`config.mk`:
```
export PLATFORM = sky130hd
export DESIGN_NAME = cmpc_top
export DESIGN_NICKNAME = d
export VERILOG_FILES = /design/src/cmpc_top.v /design/src/cmpc_sync.v
export VERILOG_INCLUDE_DIRS = /design/src
export SDC_FILE = /design/constraint.sdc
export NUM_CORES = 1
export LEC_CHECK = 0
export ABC_AREA = 1
export BUFFER_PORTS_ARGS = -buffer_cell sky130_fd_sc_hd__buf_2
export CORE_MARGIN = 4
export CORE_UTILIZATION = 40
export CTS_BUF_LIST = sky130_fd_sc_hd__clkbuf_8
export DETAILED_ROUTE_END_ITERATION = 10
export PLACE_DENSITY = 0.65
export SLEW_MARGIN = 20
export SYNTH_ARGS = -nofsm -noshare
export SYNTH_HDL_FRONTEND = slang
export SYNTH_SLANG_ARGS = --single-unit
export TNS_END_PERCENT = 20
```
`constraint.sdc`:
```
create_clock -name core_clk -period 1.2 [get_ports core_clk]
set_input_delay 0.24 -clock core_clk [delete_from_list [all_inputs] [get_ports core_clk]]
set_output_delay 0.24 -clock core_clk [all_outputs]
set_load 0.005 [all_outputs]
```
`src/cmpc_regs.vh`:
```
// register offsets, field positions and reset values of the comparator control block
`ifndef CMPC_REGS_VH
`define CMPC_REGS_VH

// ----------------------------------------
// register offsets
// ----------------------------------------
`define CMPC_ADDR_CTRL      8'hda
`define CMPC_ADDR_FLAGS     8'hdb
`define CMPC_ADDR_LEVEL     8'hdc
`define CMPC_ADDR_IRQ_STAT  8'hdd
`define CMPC_ADDR_IRQ_MASK  8'hde

// ----------------------------------------
// reset values
// ----------------------------------------
`define CMPC_CTRL_RESET     8'he0
`define CMPC_FLAGS_RESET    8'h00
`define CMPC_LEVEL_RESET    8'h00
`define CMPC_MASK_RESET     8'h00

// ----------------------------------------
// control register fields
// ----------------------------------------
`define CMPC_CTRL_PD        7
`define CMPC_CTRL_SRC_HI    6
`define CMPC_CTRL_SRC_LO    5
`define CMPC_CTRL_INV       4
`define CMPC_CTRL_TGATE     3

// ----------------------------------------
// flag register fields
// ----------------------------------------
`define CMPC_FLG_RESULT     7
`define CMPC_FLG_POL        6
`define CMPC_FLG_TRIG       5
`define CMPC_FLG_CLR        4

// ----------------------------------------
// interrupt status / mask fields
// ----------------------------------------
`define CMPC_IRQ_TRIG       0
`define CMPC_IRQ_RISE       1
`define CMPC_IRQ_FALL       2

// ----------------------------------------
// reference level width and source codes
// ----------------------------------------
`define CMPC_LEVEL_W        5
`define CMPC_SRC_PIN1       2'h0
`define CMPC_SRC_BANDGAP    2'h1
`define CMPC_SRC_BG_SCALED  2'h2
`define CMPC_SRC_VDD_SCALED 2'h3

`endif

```
`src/cmpc_top.v`:
```
// comparator control, event and interrupt logic with its register file
`include "cmpc_regs.vh"

module cmpc_top (
    // clock and reset
    input  wire       core_clk,
    input  wire       nrst,
    // register port
    input  wire [7:0] reg_addr,
    input  wire [7:0] reg_wdata,
    input  wire       reg_wr,
    input  wire       reg_rd,
    output reg  [7:0] reg_rdata,
    // analog comparator
    input  wire       cmp_out_async,
    output wire       comparator_power_down,
    output wire [1:0] reference_source_select,
    output wire [4:0] reference_level,
    // outputs to the rest of the chip
    output wire       port_a_pin2,
    output wire       timer_gate,
    output wire       irq
);

    // ----------------------------------------
    // registers
    // ----------------------------------------
    reg  [7:0] ctrl_r;
    reg        pol_r;
    reg        trig_r;
    reg  [4:0] level_r;
    reg  [2:0] stat_r;
    reg  [2:0] mask_r;
    reg        res_q_r;
    reg        res_valid_r;
    reg  [7:0] rdata_nxt;

    wire cmp_sync;
    wire pd;
    wire result;
    wire rise;
    wire fall;
    wire trig_evt;
    wire wr_ctrl;
    wire wr_flags;
    wire wr_level;
    wire wr_mask;
    wire rd_stat;
    wire clr_trig;
    wire [2:0] evt_vec;

    assign pd       = ctrl_r[`CMPC_CTRL_PD];
    assign wr_ctrl  = reg_wr && (reg_addr == `CMPC_ADDR_CTRL);
    assign wr_flags = reg_wr && (reg_addr == `CMPC_ADDR_FLAGS);
    assign wr_level = reg_wr && (reg_addr == `CMPC_ADDR_LEVEL);
    assign wr_mask  = reg_wr && (reg_addr == `CMPC_ADDR_IRQ_MASK);
    assign rd_stat  = reg_rd && (reg_addr == `CMPC_ADDR_IRQ_STAT);

    // ----------------------------------------
    // analog side
    // ----------------------------------------
    // comparator enabled by the inverse of this
    assign comparator_power_down   = pd;
    assign reference_source_select = ctrl_r[`CMPC_CTRL_SRC_HI:`CMPC_CTRL_SRC_LO];
    assign reference_level         = level_r;

    cmpc_sync u_sync (
        .core_clk (core_clk),
        .nrst     (nrst),
        .d_in     (cmp_out_async),
        .q_out    (cmp_sync)
    );

    // ----------------------------------------
    // result and edges
    // ----------------------------------------
    // invert, forced low in power-down
    assign result = !pd && (cmp_sync ^ ctrl_r[`CMPC_CTRL_INV]);

    // edge history is voided across power-down so waking does not fake an edge
    always @(posedge core_clk) begin
        if (!nrst) begin
            res_q_r     <= 1'b0;
            res_valid_r <= 1'b0;
        end else begin
            res_q_r     <= result;
            res_valid_r <= !pd;
        end
    end

    assign rise = res_valid_r && !pd && result && !res_q_r;
    assign fall = res_valid_r && !pd && !result && res_q_r;
    assign trig_evt = pol_r ? fall : rise;

    // ----------------------------------------
    // register writes and flags
    // ----------------------------------------
    // a written one clears, zero does nothing
    assign clr_trig = wr_flags && reg_wdata[`CMPC_FLG_CLR];

    always @(posedge core_clk) begin
        if (!nrst) begin
            ctrl_r  <= `CMPC_CTRL_RESET;
            pol_r   <= 1'b0;
            level_r <= 5'h00;
            mask_r  <= 3'h0;
        end else begin
            if (wr_ctrl) begin
                ctrl_r <= {reg_wdata[7:3], 3'h0};
            end
            if (wr_flags) begin
                pol_r <= reg_wdata[`CMPC_FLG_POL];
            end
            if (wr_level) begin
                level_r <= reg_wdata[4:0];
            end
            if (wr_mask) begin
                mask_r <= reg_wdata[2:0];
            end
        end
    end

    // set on trigger; set wins over clear
    always @(posedge core_clk) begin
        if (!nrst) begin
            trig_r <= 1'b0;
        end else if (trig_evt) begin
            trig_r <= 1'b1;
        end else if (clr_trig) begin
            trig_r <= 1'b0;
        end
    end

    // ----------------------------------------
    // interrupt status, cleared by reading it
    // ----------------------------------------
    assign evt_vec = {fall, rise, trig_evt};

    // new events in the read cycle survive the clear
    always @(posedge core_clk) begin
        if (!nrst) begin
            stat_r <= 3'h0;
        end else if (rd_stat) begin
            stat_r <= evt_vec;
        end else begin
            stat_r <= stat_r | evt_vec;
        end
    end

    // trigger flag holds the request level
    // interrupt, event pin and gate outputs
    assign irq = trig_r || (|(stat_r[2:1] & mask_r[2:1]))
                 || (stat_r[`CMPC_IRQ_TRIG] && mask_r[`CMPC_IRQ_TRIG]);
    assign port_a_pin2 = trig_r;
    assign timer_gate  = ctrl_r[`CMPC_CTRL_TGATE] && result;

    // ----------------------------------------
    // read path
    // ----------------------------------------
    always @* begin
        rdata_nxt = 8'h00;
        if (reg_addr == `CMPC_ADDR_CTRL) begin
            rdata_nxt = ctrl_r;
        end else if (reg_addr == `CMPC_ADDR_FLAGS) begin
            // result on bit 7, clear bit reads zero
            rdata_nxt = {result, pol_r, trig_r, 5'h00};
        end else if (reg_addr == `CMPC_ADDR_LEVEL) begin
            rdata_nxt = {3'h0, level_r};
        end else if (reg_addr == `CMPC_ADDR_IRQ_STAT) begin
            rdata_nxt = {5'h00, stat_r};
        end else if (reg_addr == `CMPC_ADDR_IRQ_MASK) begin
            rdata_nxt = {5'h00, mask_r};
        end
    end

    always @(posedge core_clk) begin
        if (!nrst) begin
            reg_rdata <= 8'h00;
        end else if (reg_rd) begin
            reg_rdata <= rdata_nxt;
        end else begin
            reg_rdata <= 8'h00;
        end
    end

endmodule

```
`src/cmpc_sync.v`:
```
// two-stage synchroniser for one asynchronous level
module cmpc_sync (
    // clock and reset
    input  wire core_clk,
    input  wire nrst,
    // level
    input  wire d_in,
    output wire q_out
);

    reg meta_r;
    reg sync_r;

    always @(posedge core_clk) begin
        if (!nrst) begin
            meta_r <= 1'b0;
            sync_r <= 1'b0;
        end else begin
            meta_r <= d_in;
            sync_r <= meta_r;
        end
    end

    assign q_out = sync_r;

endmodule

```
==> Flow_metrics.wiki, run 1 <==
{| class="wikitable"
! Metric !! Value
|-
| Leakage power || 0.7720 nW
|-
| Worst Setup Slack, final || -142.8 ps
|-
| Placer Congestion || 0.8037
|-
| Remaining antenna violation count || 0
|-
| DR vias || 1,321
|-
| Leading cell type by number of instances after synthesis || sky130_fd_sc_hd__nand2_1
|-
| Cell Area, Synth || 1300 sq um
|-
| Normalized max-slew margin || 81.88%
|-
| Violation count after the first detailed-routing iteration || 94
|-
| Vias in the first global route || 1,242
|-
| Drt via density || 4.839
|-
| Post-Syn Nets || 199
|-
| Min Tclk post-route || 1343 ps
|-
| DPL Wire Length || 2292 um
|-
| Most frequent cells after synthesis || 47 x sky130_fd_sc_hd__nand2_1, 30 x sky130_fd_sc_hd__dfxtp_1, 29 x sky130_fd_sc_hd__nand3_1
|-
| Depth of the worst register-to-register path || 9
|-
| Maximum net fanout on the critical path || 3
|-
| Final cycle utilization of the critical path || 111.9%
|-
| Number of buffers inserted by hold repair at cts || 0
|-
| Cell at the root of the clock tree || sky130_fd_sc_hd__clkbuf_8
|-
| Synth-to-Final Area Change || 31.28%
|-
| Site row count || 20
|-
| Place WS || -36.04 ps
|-
| Setup TNS || -270.1 ps
|-
| Top flip-flop cell by instance count after synthesis || sky130_fd_sc_hd__dfxtp_1
|-
| Count of flip-flops with a built-in enable after synthesis || 0
|-
| Achievable clock frequency || 744.7 MHz
|-
| Clock tree skew after final layout || 4.137 ps
|-
| Violated checks || setup timing
|-
| IO buf count || 39
|-
| Count of antenna diodes in the layout || 0
|-
| Crit path DAT || 1100 ps
|-
| Worst VDD drop || 630.3 uV
|-
| Crit-path cells || inv_2, nand2_2, nand2_2, nor2_2, inv_1, nor2_1, buf_2
|-
| Cells after synthesis || 178
|-
| Power density over cell area || 1134 nW/um^2
|-
| Result of the run || complete, but fails checks
|-
| Total length of routed wires || 3092 um
|-
| Height of the chip || 65.01 um
|-
| First-pass GRT wire length || 5285 um
|-
| Final-layout fill cell count || 312
|-
| Data required time at the worst endpoint || 960 ps
|-
| Clk sink count || 30
|-
| Cell accounting for the most synthesized area || sky130_fd_sc_hd__dfxtp_1
|-
| Fraction of final layout cells with drive strength greater than 1 || 32.31%
|-
| Post-Synthesis Mean Instance Area || 7.303 sq um
|-
| RSZ-0062 raised after global routing || yes
|-
| Count of pins over their slew limit || 0
|-
| Capture point of the critical path || timer_gate
|-
| Final Hold Fails || 0
|-
| Chip width || 65.01 um
|-
| Count of unique library cells instantiated by Yosys || 18
|-
| Routed length per placed instance || 11.33 um
|-
| Endpoint of the worst-slack reg-to-reg timing path || port_a_pin2
|-
| Launch instance of the worst register-to-register path || ctrl_r[4]
|-
| Type of element capturing the critical path || primary output
|-
| Critical path start-end classification || flip-flop to primary output
|-
| CTS clk-pin slew, worst paths || 60 ps
|-
| Proportion of synthesized chip area in sequential cells || 46.20%
|-
| Final Net Count || 249
|-
| Min-Delay Path Class || input pin to flip-flop
|-
| Placeable core area || 3078 sq um
|-
| Max-Cap Viols || 0
|-
| TritonCTS clock tree || built
|-
| Transition time at the pin with the least slew margin || 271.7 ps
|-
| Antenna violations before repair || 0
|-
| Most Frequent Cell on Critical Path || sky130_fd_sc_hd__nand2_2
|-
| Htree depth || 2
|-
| Worst-Skew Late Latency || 280 ps
|-
| Critical path origin || ctrl_r[4]
|-
| Number of buffers inserted during clock tree synthesis || 5
|-
| CP max-delay cell || sky130_fd_sc_hd__dfxtp_2
|-
| GRT Overall Usage || 16.45%
|-
| Total die area || 4226 sq um
|-
| Delay of the slowest cell on the worst path || 350 ps
|-
| R2r setup slk || 180 ps
|-
| Number of detailed-route iterations in the first pass || 4
|-
| Maximum number of pins on one net before global-route repair || 18
|-
| Synth top area cells || sky130_fd_sc_hd__dfxtp_1 46%, sky130_fd_sc_hd__nand2_1 14%, sky130_fd_sc_hd__nand3_1 11%, sky130_fd_sc_hd__a21oi_1 7.7%, sky130_fd_sc_hd__inv_1 4.3%
|-
| Gr ovfl total || 0
|-
| CTS max path bufs || 2
|-
| IO Count || 40
|-
| Yosys Warn Count || 0
|-
| Post-route total power || 1.935 mW
|-
| Starting density of the core || 42.24%
|-
| Area fraction of the dominant cell type after synthesis || 46.20%
|-
| Synthesis-stage register bit count || 30
|-
| Startpoint kind of the worst setup timing path || flip-flop
|-
| Final count of negative-setup-slack endpoints || 2
|-
| Drt drc || 0
|-
| Fraction of synthesis flops using an asynchronous set or reset pin || 0%
|}
[power breakdown]
group | internal [mW] | switching, mW
sequential | 1.00 | 0.00210
clock | 0.453 | 0.358
combinational | 0.0476 | 0.0738
[kinds of logic (layout without fill, tap and decap cells)]
| group | after synthesis | in the layout | synth area share (%) |
|---|---|---|---|
| buffers and inverters | 26 | 77 | 8.758 |
| AOI/OAI and AO/OA | 21 | 21 | 8.374 |
| DFF | 30 | 30 | 46.20 |
| and+or+nand+nor | 101 | 101 | 36.67 |
[final cells by class]
cell class                 count  area, sq um  area share, %
multi-input combinational    122        599.3          35.12
clock inverter                 2        8.758         0.5132
clock buffer                   6        82.58          4.839
sequential                    30        604.3          35.41
tap                           44        55.05          3.226
timing repair buffer          52        292.8          17.16
inverter                      17        63.81          3.739
[stage by stage]
stage / hold slack (ps) / instances / area, sq um / utilization, %
global placement: 396.8 / 265 / 1598 / 51.91
floorplan: 337.6 / 178 / 1300 / -
finish: 144.3 / 273 / 1707 / 55.45
CTS: 134.5 / 273 / 1699 / 55.20
global route: 164.2 / 273 / 1707 / 55.45
detailed placement: 401.3 / 265 / 1598 / 51.91
[worst min path at each step]
stage | startpoint | to | slack, ps | depth (start not counted)
2_1_floorplan | cmp_out_async | u_sync.meta_r | 340 | 2
3_3_place_gp | u_sync.meta_r | u_sync.q_out | 400 | 2
3_5_place_dp | u_sync.meta_r | u_sync.q_out | 400 | 2
4_1_cts | cmp_out_async | u_sync.meta_r | 130 | 3
5_1_grt | cmp_out_async | u_sync.meta_r | 160 | 3
6_report | cmp_out_async | u_sync.meta_r | 140 | 3
[repair_timing]
item,4_1_cts,5_1_grt
buffers inserted,0,0
resized for setup,4,5
setup endpoints to repair,2,2
gates cloned,0,0
[placed cells by master (no fill, tap or decap)]
cell type and instances:
sky130_fd_sc_hd__nand2_1 45, sky130_fd_sc_hd__inv_1 14, sky130_fd_sc_hd__clkinv_2 1, sky130_fd_sc_hd__dfxtp_1 27, sky130_fd_sc_hd__nor3_1 3, sky130_fd_sc_hd__nand4_1 9, sky130_fd_sc_hd__and2_2 1, sky130_fd_sc_hd__buf_2 39
sky130_fd_sc_hd__nor2_2 1, sky130_fd_sc_hd__buf_4 13, sky130_fd_sc_hd__a221oi_2 1, sky130_fd_sc_hd__inv_2 3, sky130_fd_sc_hd__clkinv_1 1, sky130_fd_sc_hd__nor2_1 7, sky130_fd_sc_hd__a21oi_1 20, sky130_fd_sc_hd__nand2_2 3
sky130_fd_sc_hd__clkbuf_8 6, sky130_fd_sc_hd__nand3_1 29, sky130_fd_sc_hd__nor2_4 2, sky130_fd_sc_hd__dfxtp_2 3, sky130_fd_sc_hd__nand3_4 1
[layer usage]
metal	share of wire, %	up-vias	global-route usage [%]
li1	-	686	-
met1	45	593	19.47
met2	47	34	26.82
met3	6.0	8	4.853
met4	2.2	0	8.549
met5	0	-	0
[registers in the layout (all words and copies together), names as in the netlist, 3 cells and up]
signal           cells
reference_level      5
stat_r               3
reg_rdata            8
mask_r               3
ctrl_r               5
[worst max-delay path: cells and delay by family (launching register included)]
kind | cells | cell delay [ps]
flops | 1 | 350
simple gates | 4 | 260
buf+inv | 3 | 210
Note: power is estimated with default switching activity, not from simulation.
==> run 2: changes to the inputs <==
--- a/config.mk
+++ b/config.mk
@@ -13,6 +13,7 @@
 export CTS_BUF_LIST = sky130_fd_sc_hd__clkbuf_8
 export DETAILED_ROUTE_END_ITERATION = 10
 export PLACE_DENSITY = 0.65
+export RECOVER_POWER = 100
 export SLEW_MARGIN = 20
 export SYNTH_ARGS = -nofsm -noshare
 export SYNTH_HDL_FRONTEND = slang
==> Flow_metrics.wiki, run 2 (same netlist as run 1, synthesis figures left out) <==
{| class="wikitable"
! Metric !! Value
|-
| Result of the run || complete, but fails checks
|-
| Violated checks || setup timing
|-
| Endpoint of the worst-slack reg-to-reg timing path || port_a_pin2
|-
| Antenna violations before repair || 0 (unchanged)
|-
| Relative contribution of combinational cells to total power || 5.9% (-0.4 points)
|-
| Launch instance of the worst register-to-register path || ctrl_r[4]
|-
| Max-Cap Viols || 0 (unchanged)
|-
| Number of cells on the worst hold path || 3 (unchanged)
|-
| TritonCTS clock tree || built
|-
| Leakage power || 0.7281 nW (-5.7%)
|-
| Flip-flop count of the largest register, all copies and words added || 8 (unchanged)
|-
| Crit-path cells || inv_2, nand2_2, nand2_2, nor2_2, inv_1, nor2_1, buf_2
|-
| Register name with the most flops || reg_rdata
|-
| DR vias || 1,309 (-0.91%)
|-
| Drt drc || 0 (unchanged)
|-
| Total die area || 4226 sq um (unchanged)
|-
| Type of element capturing the critical path || primary output
|-
| GRT Overall Usage || 16.45% (unchanged)
|-
| CP max-delay cell || sky130_fd_sc_hd__dfxtp_2
|-
| Normalized max-slew margin || 75.45% (-6.4 points)
|-
| DPL Wire Length || 2292 um (unchanged)
|-
| Total length of routed wires || 3079 um (-0.42%)
|-
| Area occupied by multi-input gates || 583.1 sq um (-2.7%)
|-
| Most frequent cells in the layout || 45 x sky130_fd_sc_hd__nand2_1, 31 x sky130_fd_sc_hd__buf_2, 29 x sky130_fd_sc_hd__nand3_1
|-
| Transition time at the pin with the least slew margin || 368.2 ps (+96.45 ps)
|-
| Maximum net fanout on the critical path || 3 (unchanged)
|-
| Number of buffers inserted during clock tree synthesis || 5 (unchanged)
|-
| Gr ovfl total || 0 (unchanged)
|-
| RSZ-0062 raised after global routing || yes
|-
| Hold Startpoint || cmp_out_async
|-
| Count of pins over their slew limit || 0 (unchanged)
|-
| Vias in the first global route || 1,242 (unchanged)
|-
| Htree depth || 2 (unchanged)
|-
| Clock tree skew after final layout || 4.211 ps (+0.07350 ps)
|-
| Synth-to-Final Area Change || 27.91%
|-
| Place WS || -36.04 ps (unchanged)
|-
| Startpoint kind of the worst setup timing path || flip-flop
|-
| Critical path start-end classification || flip-flop to primary output
|-
| Placer Congestion || 0.8037 (unchanged)
|-
| Clk sink count || 30 (unchanged)
|-
| Area used by sequential logic in the layout || 604.3 sq um (unchanged)
|-
| Delay of the slowest cell on the worst path || 350 ps (about the same)
|-
| Placeable core area || 3078 sq um (unchanged)
|-
| Height of the chip || 65.01 um (unchanged)
|-
| Crit path DAT || 1100 ps (about the same)
|-
| Data required time at the worst endpoint || 960 ps (about the same)
|-
| Worst-Skew Late Latency || 280 ps (about the same)
|-
| Flop pwr share || 52.0% (+0.2 points)
|-
| Hold Path Sink || u_sync.meta_r
|-
| Final-layout fill cell count || 323 (+3.5%)
|-
| Number of detailed-route iterations in the first pass || 4 (unchanged)
|-
| Power density over cell area || 1158 nW/um^2 (+2.2%)
|-
| First-pass GRT wire length || 5285 um (unchanged)
|-
| Share of power burned in the clock network || 42.1% (+0.2 points)
|-
| Placement Cell Area || 1598 sq um (unchanged)
|-
| Fraction of final layout cells with drive strength greater than 1 || 27.07% (-5.2 points)
|-
| Final cycle utilization of the critical path || 111.8% (-0.12 points)
|-
| Chip width || 65.01 um (unchanged)
|-
| Routed length per placed instance || 11.28 um (-0.42%)
|-
| CTS clk-pin slew, worst paths || 60 ps (about the same)
|-
| Starting density of the core || 42.24% (unchanged)
|-
| Final Hold Fails || 0 (unchanged)
|-
| Number of buffers inserted by hold repair at cts || 0 (unchanged)
|-
| Achievable clock frequency || 745.5 MHz (+0.11%)
|-
| Min Tclk post-route || 1341 ps (-1.441 ps)
|-
| Site row count || 20 (unchanged)
|-
| IO Count || 40 (unchanged)
|-
| Worst VDD drop || 659.8 uV (+4.7%)
|-
| Min-Delay Path Class || input pin to flip-flop
|-
| CTS max path bufs || 2 (unchanged)
|-
| Final count of negative-setup-slack endpoints || 2 (unchanged)
|-
| Maximum number of pins on one net before global-route repair || 18 (unchanged)
|-
| Net Sw Frac || 22.38% (-0.066 points)
|-
| Cell-internal power || 1.495 mW (-0.35%)
|-
| R2r setup slk || 170 ps (about the same)
|-
| Cell at the root of the clock tree || sky130_fd_sc_hd__clkbuf_8
|-
| Worst Setup Slack, final || -141.3 ps (+1.441 ps)
|-
| Remaining antenna violation count || 0 (unchanged)
|-
| Most Frequent Cell on Critical Path || sky130_fd_sc_hd__nand2_2
|-
| Net switching power figure || 431.0 uW (-0.73%)
|-
| IO buf count || 39 (unchanged)
|-
| Design Area, Final || 1663 sq um (-2.6%)
|-
| Depth of the worst register-to-register path || 9 (unchanged)
|-
| Final Net Count || 249 (unchanged)
|-
| Drt via density || 4.795 (-0.91%)
|-
| Most common cell after layout, fill and taps aside || sky130_fd_sc_hd__nand2_1
|-
| Count of antenna diodes in the layout || 0 (unchanged)
|-
| Violation count after the first detailed-routing iteration || 92 (-2.1%)
|}
==> run 2: metrics by stage <==
stage	hold WS, ps	total power, mW	util [%]	setup TNS (ps)	cells
floorplan	337.6	1.080	-	0	178
global placement	396.8	1.142	51.91	-81.28	265
detailed placement	401.3	1.143	51.91	-202.0	265
CTS	134.5	1.960	55.20	-326.9	273
global route	164.2	2.011	54.02	-1012	273
finish	144.4	1.926	54.02	-276.2	273
==> run 2: what timing repair did <==
item	CTS	global route
resized for setup	4	5
gates cloned	0	0
buffers inserted	0	0
endpoints found under the setup margin	2	2
==> run 2: worst max-delay path: cells and delay by family, from the launching register on <==
kind / cells / cell delay [ps]
DFF: 1 / 350
and+or+nand+nor: 4 / 260
buffers and inverters: 3 / 210
==> run 2: how the worst max path moves through the flow <==
stage	from	end	slack (ps)	cells after the start
after global placement	reg_addr[5]	reference_level[4]	-20	8
after CTS	ctrl_r[4]	timer_gate	-190	7
final	ctrl_r[4]	timer_gate	-140	7
after detailed placement	reg_addr[1]	reference_level[1]	-40	6
after global routing	ctrl_r[4]	timer_gate	-240	7
after floorplan	reg_addr[0]	mask_r[0]	150	6
==> run 2: power groups by stage <==
stage | logic (mW) | registers (mW) | clock network, mW
6_report | 0.113 | 1.00 | 0.811
5_1_grt | 0.129 | 1.00 | 0.880
4_1_cts | 0.120 | 1.00 | 0.837
3_3_place_gp | 0.119 | 1.02 | 0
3_5_place_dp | 0.120 | 1.02 | 0
2_1_floorplan | 0.0562 | 1.02 | 0
==> run 2: layout make-up <==
type	count	share of cell area (%)
timing repair buffer	52	15.95
multi-input combinational	122	35.06
inverter	17	3.837
clock buffer	6	4.966
sequential	30	36.34
clock inverter	2	0.5267
tap	44	3.311
==> run 2: routing by layer <==
metal,track usage [%],up-vias,part of all wire (%)
met3,4.853,8,6.2
li1,-,685,-
met4,8.549,0,2.3
met1,19.47,578,45
met2,26.82,38,47
met5,0,-,0
